[config.mk]
export PLATFORM = sky130hd
export DESIGN_NAME = rsm_reset_sequence_manager
export DESIGN_NICKNAME = d
export VERILOG_FILES = /design/src/rtl/rsm_pkg.sv /design/src/rtl/rsm_reset_sequence_manager.sv
export VERILOG_INCLUDE_DIRS = /design/src /design/src/rtl
export SDC_FILE = /design/constraint.sdc
export NUM_CORES = 1
export LEC_CHECK = 0
export ABC_AREA = 1
export ABC_CLOCK_PERIOD_IN_PS = 3000
export BUFFER_PORTS_ARGS = -buffer_cell sky130_fd_sc_hd__buf_2
export CAP_MARGIN = 20
export CORE_MARGIN = 2
export CORE_UTILIZATION = 30
export CTS_CLUSTER_SIZE = 30
export DETAILED_ROUTE_END_ITERATION = 7
export PLACE_DENSITY = 0.61
export SLEW_MARGIN = 20
export SYNTH_ARGS = -nofsm -noshare
export SYNTH_HDL_FRONTEND = slang
export SYNTH_SLANG_ARGS = --single-unit
[constraint.sdc]
create_clock -name ref_clk_i -period 3 [get_ports ref_clk_i]
set_clock_uncertainty 0.2 [all_clocks]
set_input_delay 0.45 -clock ref_clk_i [delete_from_list [all_inputs] [get_ports ref_clk_i]]
set_output_delay 0.45 -clock ref_clk_i [all_outputs]
set_load 0.02 [all_outputs]
[src/rtl/rsm_regs.svh]
// Function
// - Pin pulse and watchdog pull pin during delay; low supply pulls it in the UV phase instead, then skips the delay
// - Fetch start address from FFFE-FFFF
// - Delay, 4096-cycle wait, then fetch
// - Vector fetch lasts exactly two cycles
// - Recognised pulse: drive pin low minimum
// - Watchdog underflow resets, drives pin low
// - Pin held low during low supply
// - Undervoltage uses rising/falling hysteresis
// - Option field picks one of three levels
// - Undervoltage flag set hardware, cleared writing zero
// - Open-drain pin, only pulled low
// - Option selects one of seven clocks
// - Erased option selects external clock
// - Resonator keeps running during reset
// - Watchdog flag cleared by zero or undervoltage
// - Undervoltage flag survives later resets
`ifndef RSM_REGS_SVH
`define RSM_REGS_SVH

// Register byte offsets
`define RSM_CAUSE_OFS 8'h00
`define RSM_IRQ_STAT_OFS 8'h04
`define RSM_IRQ_MASK_OFS 8'h08
`define RSM_STATUS_OFS 8'h0c

// Cause register field positions
`define RSM_CAUSE_WDG_BIT 0
`define RSM_CAUSE_UV_BIT 4

// Interrupt event bit positions
`define RSM_EV_DONE_BIT 0
`define RSM_EV_UV_BIT 1
`define RSM_EV_EXT_BIT 2
`define RSM_EV_WDG_BIT 3

// Reset values
`define RSM_CAUSE_UV_RST 1'b1
`define RSM_CAUSE_WDG_RST 1'b0
`define RSM_IRQ_MASK_RST 4'h0

// Reset vector
`define RSM_VECTOR_HI 16'hfffe
`define RSM_VECTOR_LO 16'hffff

// Timing
`define RSM_CLK_NS 100
`define RSM_MIN_DRIVE_NS 20000
`define RSM_MIN_PULSE_NS 1000
`define RSM_STAB_CYCLES 4096
`define RSM_FETCH_CYCLES 2
`define RSM_DRIVE_CYCLES ((`RSM_MIN_DRIVE_NS + `RSM_CLK_NS - 1) / `RSM_CLK_NS)
`define RSM_PULSE_CYCLES (`RSM_MIN_PULSE_NS / `RSM_CLK_NS)

// Clock source codes and erased option
`define RSM_CLK_EXT 3'h7
`define RSM_CLK_XTAL_MAX 3'h3
`define RSM_CLK_EXT_RC 3'h4
`define RSM_CLK_INT_RC 3'h5
`define RSM_LVD_RESERVED 2'h3
`define RSM_LVD_DEFAULT 2'h2

`endif

[src/rtl/rsm_pkg.sv]
package rsm_pkg;

  // Sequencer phases
  typedef enum logic [2:0] {
    RSM_S_UV,
    RSM_S_DELAY,
    RSM_S_STAB,
    RSM_S_FETCH,
    RSM_S_RUN
  } rsm_state_type;

  // APB request from master
  typedef struct packed {
    logic psel;
    logic penable;
    logic pwrite;
    logic [7:0] paddr;
    logic [31:0] pwdata;
  } rsm_apb_req_type;

  // Nonvolatile option setting
  typedef struct packed {
    logic [1:0] lvd_level;
    logic [2:0] clk_src;
  } rsm_option_type;

endpackage

[src/rtl/rsm_reset_sequence_manager.sv]
`timescale 1ns/1ps
`default_nettype none
`include "rsm_regs.svh"

module rsm_reset_sequence_manager (
  // Clock and reset
  input wire logic ref_clk_i,
  input wire logic rst_n_i,
  // APB slave
  input wire rsm_pkg::rsm_apb_req_type apb_i,
  output logic [31:0] prdata_o,
  output logic pready_o,
  output logic pslverr_o,
  // Open-drain reset pin
  input wire logic rst_pin_i,
  output logic rst_pin_o,
  output logic rst_pin_oe_n_o,
  // Supply comparators and watchdog
  input wire logic above_rising_i,
  input wire logic below_falling_i,
  input wire logic wdg_underflow_i,
  // Option setting
  input wire rsm_pkg::rsm_option_type option_i,
  // Core side
  output logic core_reset_o,
  output logic vector_fetch_o,
  output logic [15:0] fetch_addr_o,
  output logic [2:0] clk_sel_o,
  output logic [1:0] lvd_level_o,
  output logic osc_run_o,
  output logic irq_o
);
  import rsm_pkg::*;

  localparam logic [12:0] DRIVE_CNT = 13'(`RSM_DRIVE_CYCLES);
  localparam logic [12:0] STAB_CNT = 13'(`RSM_STAB_CYCLES);
  localparam logic [12:0] FETCH_CNT = 13'(`RSM_FETCH_CYCLES);
  localparam logic [12:0] PULSE_CNT = 13'(`RSM_PULSE_CYCLES);
  localparam logic [2:0] SYNC_IDLE = 3'h5; // Pin high, supply below both thresholds

  rsm_state_type state;
  rsm_state_type next_state;
  logic [12:0] cnt;
  logic [12:0] filt_cnt;
  logic [2:0] sync_in;
  logic [2:0] sync_out;
  logic pin_s;
  logic rise_s;
  logic fall_s;
  logic uv_low;
  logic ext_req;
  logic wdg_req;
  logic uv_flag;
  logic wdg_flag;
  logic [3:0] irq_stat;
  logic [3:0] irq_mask;
  logic [3:0] ev;
  logic cnt_done;
  logic busy;
  logic apb_wr;
  logic apb_rd;
  logic [31:0] next_rdata;
  logic next_err;
  rsm_option_type opt;

  // Asynchronous inputs gathered for synchronising
  assign sync_in = {below_falling_i, above_rising_i, rst_pin_i};

  // Two-stage synchroniser per asynchronous input
  for (genvar g = 0; g < 3; g++) begin : g_sync
    logic meta;
    logic held;
    always_ff @(posedge ref_clk_i or negedge rst_n_i) begin
      if (!rst_n_i) begin
        meta <= SYNC_IDLE[g];
        held <= SYNC_IDLE[g];
      end else begin
        meta <= sync_in[g];
        held <= meta;
      end
    end
    assign sync_out[g] = held;
  end

  // Synchronised pin and comparator levels
  assign pin_s = sync_out[0];
  assign rise_s = sync_out[1];
  assign fall_s = sync_out[2];

  // Supply low state with hysteresis
  always_ff @(posedge ref_clk_i or negedge rst_n_i) begin
    if (!rst_n_i) begin
      uv_low <= 1'b1;
    end else if (fall_s) begin
      uv_low <= 1'b1;
    end else if (rise_s) begin
      uv_low <= 1'b0;
    end
  end

  // Pin low-pulse filter, idle while the block drives the pin
  always_ff @(posedge ref_clk_i or negedge rst_n_i) begin
    if (!rst_n_i) begin
      filt_cnt <= 13'h0;
    end else if (pin_s || busy) begin
      filt_cnt <= 13'h0;
    end else if (filt_cnt != PULSE_CNT) begin
      filt_cnt <= filt_cnt + 13'h1;
    end
  end

  // Pulses shorter than the minimum width are dropped
  assign ext_req = !busy && !pin_s && (filt_cnt == PULSE_CNT - 13'h1);

  // Watchdog underflow ignored while the pin is already driven
  assign wdg_req = wdg_underflow_i && (state != RSM_S_UV) && (state != RSM_S_DELAY);

  // Pin-driving phases and phase counter expiry
  assign busy = (state == RSM_S_UV) || (state == RSM_S_DELAY);
  assign cnt_done = (cnt == 13'h0);

  // Next phase of the sequence
  always_comb begin
    next_state = state;
    if (uv_low) begin
      next_state = RSM_S_UV;
    end else if (ext_req || wdg_req) begin
      next_state = RSM_S_DELAY;
    end else begin
      case (state)
        RSM_S_UV: begin
          next_state = RSM_S_STAB;
        end
        RSM_S_DELAY: begin
          if (cnt_done) begin
            next_state = RSM_S_STAB;
          end
        end
        RSM_S_STAB: begin
          if (cnt_done) begin
            next_state = RSM_S_FETCH;
          end
        end
        RSM_S_FETCH: begin
          if (cnt_done) begin
            next_state = RSM_S_RUN;
          end
        end
        RSM_S_RUN: begin
          next_state = RSM_S_RUN;
        end
        default: begin
          next_state = RSM_S_UV;
        end
      endcase
    end
  end

  // Phase register
  always_ff @(posedge ref_clk_i or negedge rst_n_i) begin
    if (!rst_n_i) begin
      state <= RSM_S_UV;
    end else begin
      state <= next_state;
    end
  end

  // Phase length counter, loaded on each phase entry
  always_ff @(posedge ref_clk_i or negedge rst_n_i) begin
    if (!rst_n_i) begin
      cnt <= 13'h0;
    end else if (next_state != state || ext_req || wdg_req) begin
      case (next_state)
        RSM_S_DELAY: cnt <= DRIVE_CNT - 13'h1;
        RSM_S_STAB: cnt <= STAB_CNT - 13'h1;
        RSM_S_FETCH: cnt <= FETCH_CNT - 13'h1;
        default: cnt <= 13'h0;
      endcase
    end else if (!cnt_done) begin
      cnt <= cnt - 13'h1;
    end
  end

  // Open-drain pin: only ever pulled low
  always_ff @(posedge ref_clk_i or negedge rst_n_i) begin
    if (!rst_n_i) begin
      rst_pin_o <= 1'b0;
      rst_pin_oe_n_o <= 1'b0;
    end else begin
      rst_pin_o <= 1'b0;
      rst_pin_oe_n_o <= !((next_state == RSM_S_UV) || (next_state == RSM_S_DELAY));
    end
  end

  // Core reset and vector fetch
  always_ff @(posedge ref_clk_i or negedge rst_n_i) begin
    if (!rst_n_i) begin
      core_reset_o <= 1'b1;
      vector_fetch_o <= 1'b0;
      fetch_addr_o <= `RSM_VECTOR_HI;
    end else begin
      core_reset_o <= (next_state != RSM_S_RUN);
      vector_fetch_o <= (next_state == RSM_S_FETCH);
      if (next_state == RSM_S_FETCH && state != RSM_S_FETCH) begin
        fetch_addr_o <= `RSM_VECTOR_HI;
      end else if (state == RSM_S_FETCH) begin
        fetch_addr_o <= `RSM_VECTOR_LO;
      end
    end
  end

  // Option setting captured during reset phases
  always_ff @(posedge ref_clk_i or negedge rst_n_i) begin
    if (!rst_n_i) begin
      opt <= '{lvd_level: `RSM_LVD_RESERVED, clk_src: `RSM_CLK_EXT};
    end else if (next_state != RSM_S_RUN) begin
      opt <= option_i;
    end
  end

  // Clock source, detector level and oscillator run
  always_ff @(posedge ref_clk_i or negedge rst_n_i) begin
    if (!rst_n_i) begin
      clk_sel_o <= `RSM_CLK_EXT;
      lvd_level_o <= `RSM_LVD_DEFAULT;
      osc_run_o <= 1'b0;
    end else begin
      if (opt.clk_src <= `RSM_CLK_INT_RC) begin
        clk_sel_o <= opt.clk_src;
      end else begin
        clk_sel_o <= `RSM_CLK_EXT;
      end
      if (opt.lvd_level == `RSM_LVD_RESERVED) begin
        lvd_level_o <= `RSM_LVD_DEFAULT;
      end else begin
        lvd_level_o <= opt.lvd_level;
      end
      // Resonators stay on through reset, others only in run
      osc_run_o <= (opt.clk_src <= `RSM_CLK_XTAL_MAX) || (next_state == RSM_S_RUN);
    end
  end

  // APB strobes, write at the completing edge, read one cycle before it
  assign apb_wr = apb_i.psel && apb_i.penable && pready_o && apb_i.pwrite;
  assign apb_rd = apb_i.psel && apb_i.penable && !pready_o && !apb_i.pwrite;

  // Events for sticky status
  assign ev[`RSM_EV_DONE_BIT] = (state == RSM_S_FETCH) && (next_state == RSM_S_RUN);
  assign ev[`RSM_EV_UV_BIT] = uv_low && (state != RSM_S_UV);
  assign ev[`RSM_EV_EXT_BIT] = ext_req;
  assign ev[`RSM_EV_WDG_BIT] = wdg_req;

  // Reset cause flags, hardware set wins over software clear
  always_ff @(posedge ref_clk_i or negedge rst_n_i) begin
    if (!rst_n_i) begin
      uv_flag <= `RSM_CAUSE_UV_RST;
      wdg_flag <= `RSM_CAUSE_WDG_RST;
    end else begin
      if (uv_low) begin
        uv_flag <= 1'b1;
      end else if (apb_wr && apb_i.paddr == `RSM_CAUSE_OFS
                   && !apb_i.pwdata[`RSM_CAUSE_UV_BIT]) begin
        uv_flag <= 1'b0;
      end
      if (uv_low) begin
        wdg_flag <= 1'b0;
      end else if (wdg_req) begin
        wdg_flag <= 1'b1;
      end else if (apb_wr && apb_i.paddr == `RSM_CAUSE_OFS
                   && !apb_i.pwdata[`RSM_CAUSE_WDG_BIT]) begin
        wdg_flag <= 1'b0;
      end
    end
  end

  // Sticky status per event, set wins over write-one clear
  for (genvar b = 0; b < 4; b++) begin : g_stat
    logic flag;
    logic clr;
    assign clr = apb_wr && (apb_i.paddr == `RSM_IRQ_STAT_OFS) && apb_i.pwdata[b];
    always_ff @(posedge ref_clk_i or negedge rst_n_i) begin
      if (!rst_n_i) begin
        flag <= 1'b0;
      end else if (ev[b]) begin
        flag <= 1'b1;
      end else if (clr) begin
        flag <= 1'b0;
      end
    end
    assign irq_stat[b] = flag;
  end

  // Interrupt mask
  always_ff @(posedge ref_clk_i or negedge rst_n_i) begin
    if (!rst_n_i) begin
      irq_mask <= `RSM_IRQ_MASK_RST;
    end else if (apb_wr && apb_i.paddr == `RSM_IRQ_MASK_OFS) begin
      irq_mask <= apb_i.pwdata[3:0];
    end
  end

  // Interrupt line
  always_ff @(posedge ref_clk_i or negedge rst_n_i) begin
    if (!rst_n_i) begin
      irq_o <= 1'b0;
    end else begin
      irq_o <= |(irq_stat & irq_mask);
    end
  end

  // Read mux and unmapped detection
  always_comb begin
    next_rdata = 32'h0;
    next_err = 1'b0;
    case (apb_i.paddr)
      `RSM_CAUSE_OFS: begin
        next_rdata[`RSM_CAUSE_UV_BIT] = uv_flag;
        next_rdata[`RSM_CAUSE_WDG_BIT] = wdg_flag;
      end
      `RSM_IRQ_STAT_OFS: next_rdata[3:0] = irq_stat;
      `RSM_IRQ_MASK_OFS: next_rdata[3:0] = irq_mask;
      `RSM_STATUS_OFS: begin
        next_rdata[2:0] = state;
        next_rdata[3] = uv_low;
        next_rdata[4] = pin_s;
        next_rdata[10:8] = clk_sel_o;
        next_rdata[13:12] = lvd_level_o;
      end
      default: next_err = 1'b1;
    endcase
  end

  // APB answer one cycle into the access phase
  always_ff @(posedge ref_clk_i or negedge rst_n_i) begin
    if (!rst_n_i) begin
      pready_o <= 1'b0;
      pslverr_o <= 1'b0;
      prdata_o <= 32'h0;
    end else begin
      pready_o <= apb_i.psel && apb_i.penable && !pready_o;
      pslverr_o <= apb_i.psel && apb_i.penable && !pready_o && next_err;
      if (apb_rd) begin
        prdata_o <= next_rdata;
      end
    end
  end

endmodule
`default_nettype wire

==> flow_summary.yaml <==
worst_setup_path:
  cp.arrival_ns: 2.57
  crit_chain: "inv_1 -> ha_1 -> nand2_4 -> nor2_8 -> nand3_1 -> nand2_1 -> nor2_4 -> nand3_2 -> nand2_2 -> nor2_8 -> nand2_4 -> nand2_2 -> nand2_1 -> nand2_1 -> nand2_1"
  worstRegToRegCells: 15
  worst-path-buf-inv: 1
  crit_type: "flip-flop to flip-flop"
  crit_path_frequent_cell: "nand2_1"
  endpoint_kind: "flip-flop"
  cp_num_cells: 15
  critPathMaxStageDelay_ns: 0.39
  crit_family: "simple AND/OR/NAND/NOR gates"
  critPathSlowestCell: "dfrtp_1"
  crit_fanout: 14
  crit_required_ns: 3.02
  start_kind: "flip-flop"
pwr:
  p_sw_frac: 0.294
  p_per_area_nw_per_um2: 646
  p_int_mw: 2.05
  p_clk_frac: 0.398
  p_sw_mw: 0.854
  power_mw: 2.90
  seqPwrFrac: 0.408
  power_frac_comb: 0.194
  p_leak_nw: 2.23
  ir_drop_v: 0.000307
final_layout:
  design_area_um2: 4500
  antenna_cells: 0
  fin_nets: 551
  area_growth_pct: 15.1
  n_fill_cell: 1321
  layout-drive-gt1-share: 0.239
clocking:
  cts_tree: "built"
  numCtsBuffers: 9
  cts_resized: 0
  postCtsHoldBufs: 0
  post-cts-setup-buffer-count: 0
  clock_latency_ns: 0.33
  path_clk_slew_ns: 0.06
  cts_sinks: 74
  cts-root-buf: "clkbuf_16"
  clock_tree.htree_level_count: 3
  cts_buffer_depth: 2
placement:
  dp_hpwl_um: 5780
  placed_area_um2: 4180
  gp_congestion: 0.810
  port_buffers: 49
logic_synthesis:
  synthCells: 441
  synthArstFlopShare: 1.00
  synth_seq_area_share: 0.479
  syn_area_um2: 3910
  synthTopCellsByArea: "dfrtp_1, dfstp_2, nand2_1"
  synth.avg_cell_area_um2: 8.86
  synth_top_area_frac: 0.371
  ys_ff_latch: 74
  yosysWarnings: 0
  yosys.area.top_type: "dfrtp_1"
  synth_edf_count: 0
  synthDistinctLibCells: 37
  synth_flop_cell: "dfrtp_1"
route:
  via_count: 2878
  drtIter0Drc: 109
  drc: 0
  ant_nets: 0
  firstDrtPassIters: 4
  routed_wl_um: 7860
  wl_per_cell_um: 11.7
  viasPerCell: 4.30
timing:
  tightestPinTransition_ns: 0.923
  grt_setup_unrepaired: "false"
  min_period_over_period: 0.851
  whs_ns: 0.0210
  maxSlewViolCount: 0
  period_needed_ns: 2.55
  tns_ns: 0
  setup_violations: 0
  hold_viol_final: 0
  slew_headroom: 0.385
  fmax_mhz: 392
floorplanning:
  core_um2: 12700
  die_x_um: 118
  io_pins: 115
  die_y_um: 118
  dieArea_um2: 14000
  initial_core_util: 0.308
  fp-row-count: 41
global_routing:
  gr-total-overflow: 0
  grt_pass1_wl_um: 13400
  antenna_found_initial: 0
  track_usage: 0.117
  grt_max_degree: 75
  grt_pass1_vias: 2917
run:
  maxCapViolCount: 0
min_path:
  hold_depth: 1
  worstHoldPathType: "input port to flip-flop"
run_status:
  status: "finished clean"
placed cells by master (no fill, tap or decap), drive strengths merged:
master and count:
conb 38, ha 4, buf 50, xor2 9, clkinvlp 1, dfstp 16
dfrtp 58, a21oi 14, nand3 28, bufinv 2, o21bai 1, clkbuf 11
o21ai 38, or2 1, xnor2 5, nor4 3, o2111ai 1, nor3 10
clkinv 2, nor2 46, o31ai 1, inv 57, a221oi 1, a22o 5
nand2 93, nand4 3
power by group through the flow:
stage          combinational, mW  clock, mW  sequential (mW)
6_report                   0.565       1.15             1.19
5_1_grt                    0.641       1.22             1.20
4_1_cts                    0.572       1.18             1.19
3_5_place_dp               0.568          0             1.20
3_3_place_gp               0.554          0             1.20
2_1_floorplan              0.492          0             1.20
cell usage after synthesis, drive strengths merged (4+ instances only):
cell / instances
a21oi: 14
a22o: 5
buf: 40
clkbuf: 5
dfrtp: 58
dfstp: 16
ha: 4
inv: 57
nand2: 93
nand3: 28
nor2: 46
nor3: 10
o21ai: 38
xnor2: 5
xor2: 9
cell type report:
class                           instances  area [µm²]  area share
Multi-Input combinational cell        301        1620       0.361
Sequential cell                        74        1870       0.416
Clock inverter                          5        77.6      0.0172
Clock buffer                           11         243      0.0540
Inverter                               57         214      0.0476
Tap cell                              172         215      0.0478
Timing Repair Buffer                   50         255      0.0567
sequential cells by signal (all words and copies together), names as in the netlist, 3 cells and up:
signal / cells
clk_sel_o: 3
cnt: 13
filt_cnt: 13
g_stat.flag: 4
g_sync.meta: 3
irq_mask: 4
opt: 5
prdata_o: 10
state: 3
final timing paths:
check	from	end	slack (ns)
hold reg to reg	g_sync[1].meta$_DFF_PN0_	g_sync[1].held$_DFF_PN0_	0.16
setup / recovery	cnt[0]$_DFFE_PN0P_	cnt[1]$_DFFE_PN0P_	0.45
setup reg to reg	cnt[0]$_DFFE_PN0P_	cnt[1]$_DFFE_PN0P_	0.45
min in group asynchronous	rst_n_i	filt_cnt[2]$_DFFE_PN0P_	0.06
max in group asynchronous	rst_n_i	lvd_level_o[0]$_DFF_PN0_	1.95
hold / removal	below_falling_i	g_sync[2].meta$_DFF_PN1_	0.02
stage by stage:
stage	std cells	setup slack, ns	utilization
after floorplan	477	0.808	-
after global placement	654	0.467	0.330
after detailed placement	654	0.440	0.330
after CTS	670	0.425	0.355
after global routing	670	0.212	0.355
final	670	0.446	0.355
metal layers:
layer  wire (µm)  global-route usage
met1        3590               0.148
met2        3660               0.192
met3         466              0.0315
met4         139              0.0429
met5           0                   0
cell families after synthesis:
kind of cell | after synthesis | share of synthesized area
buffers and inverters | 102 | 0.141
xor gates and xnor gates | 14 | 0.0314
AOI/OAI and AO/OA | 61 | 0.0909
DFF | 74 | 0.479
and+or+nand+nor | 184 | 0.243
other | 2 | 0.00192
adders and majority gates | 4 | 0.0128
No activity file was read; power rests on OpenSTA's default activity.
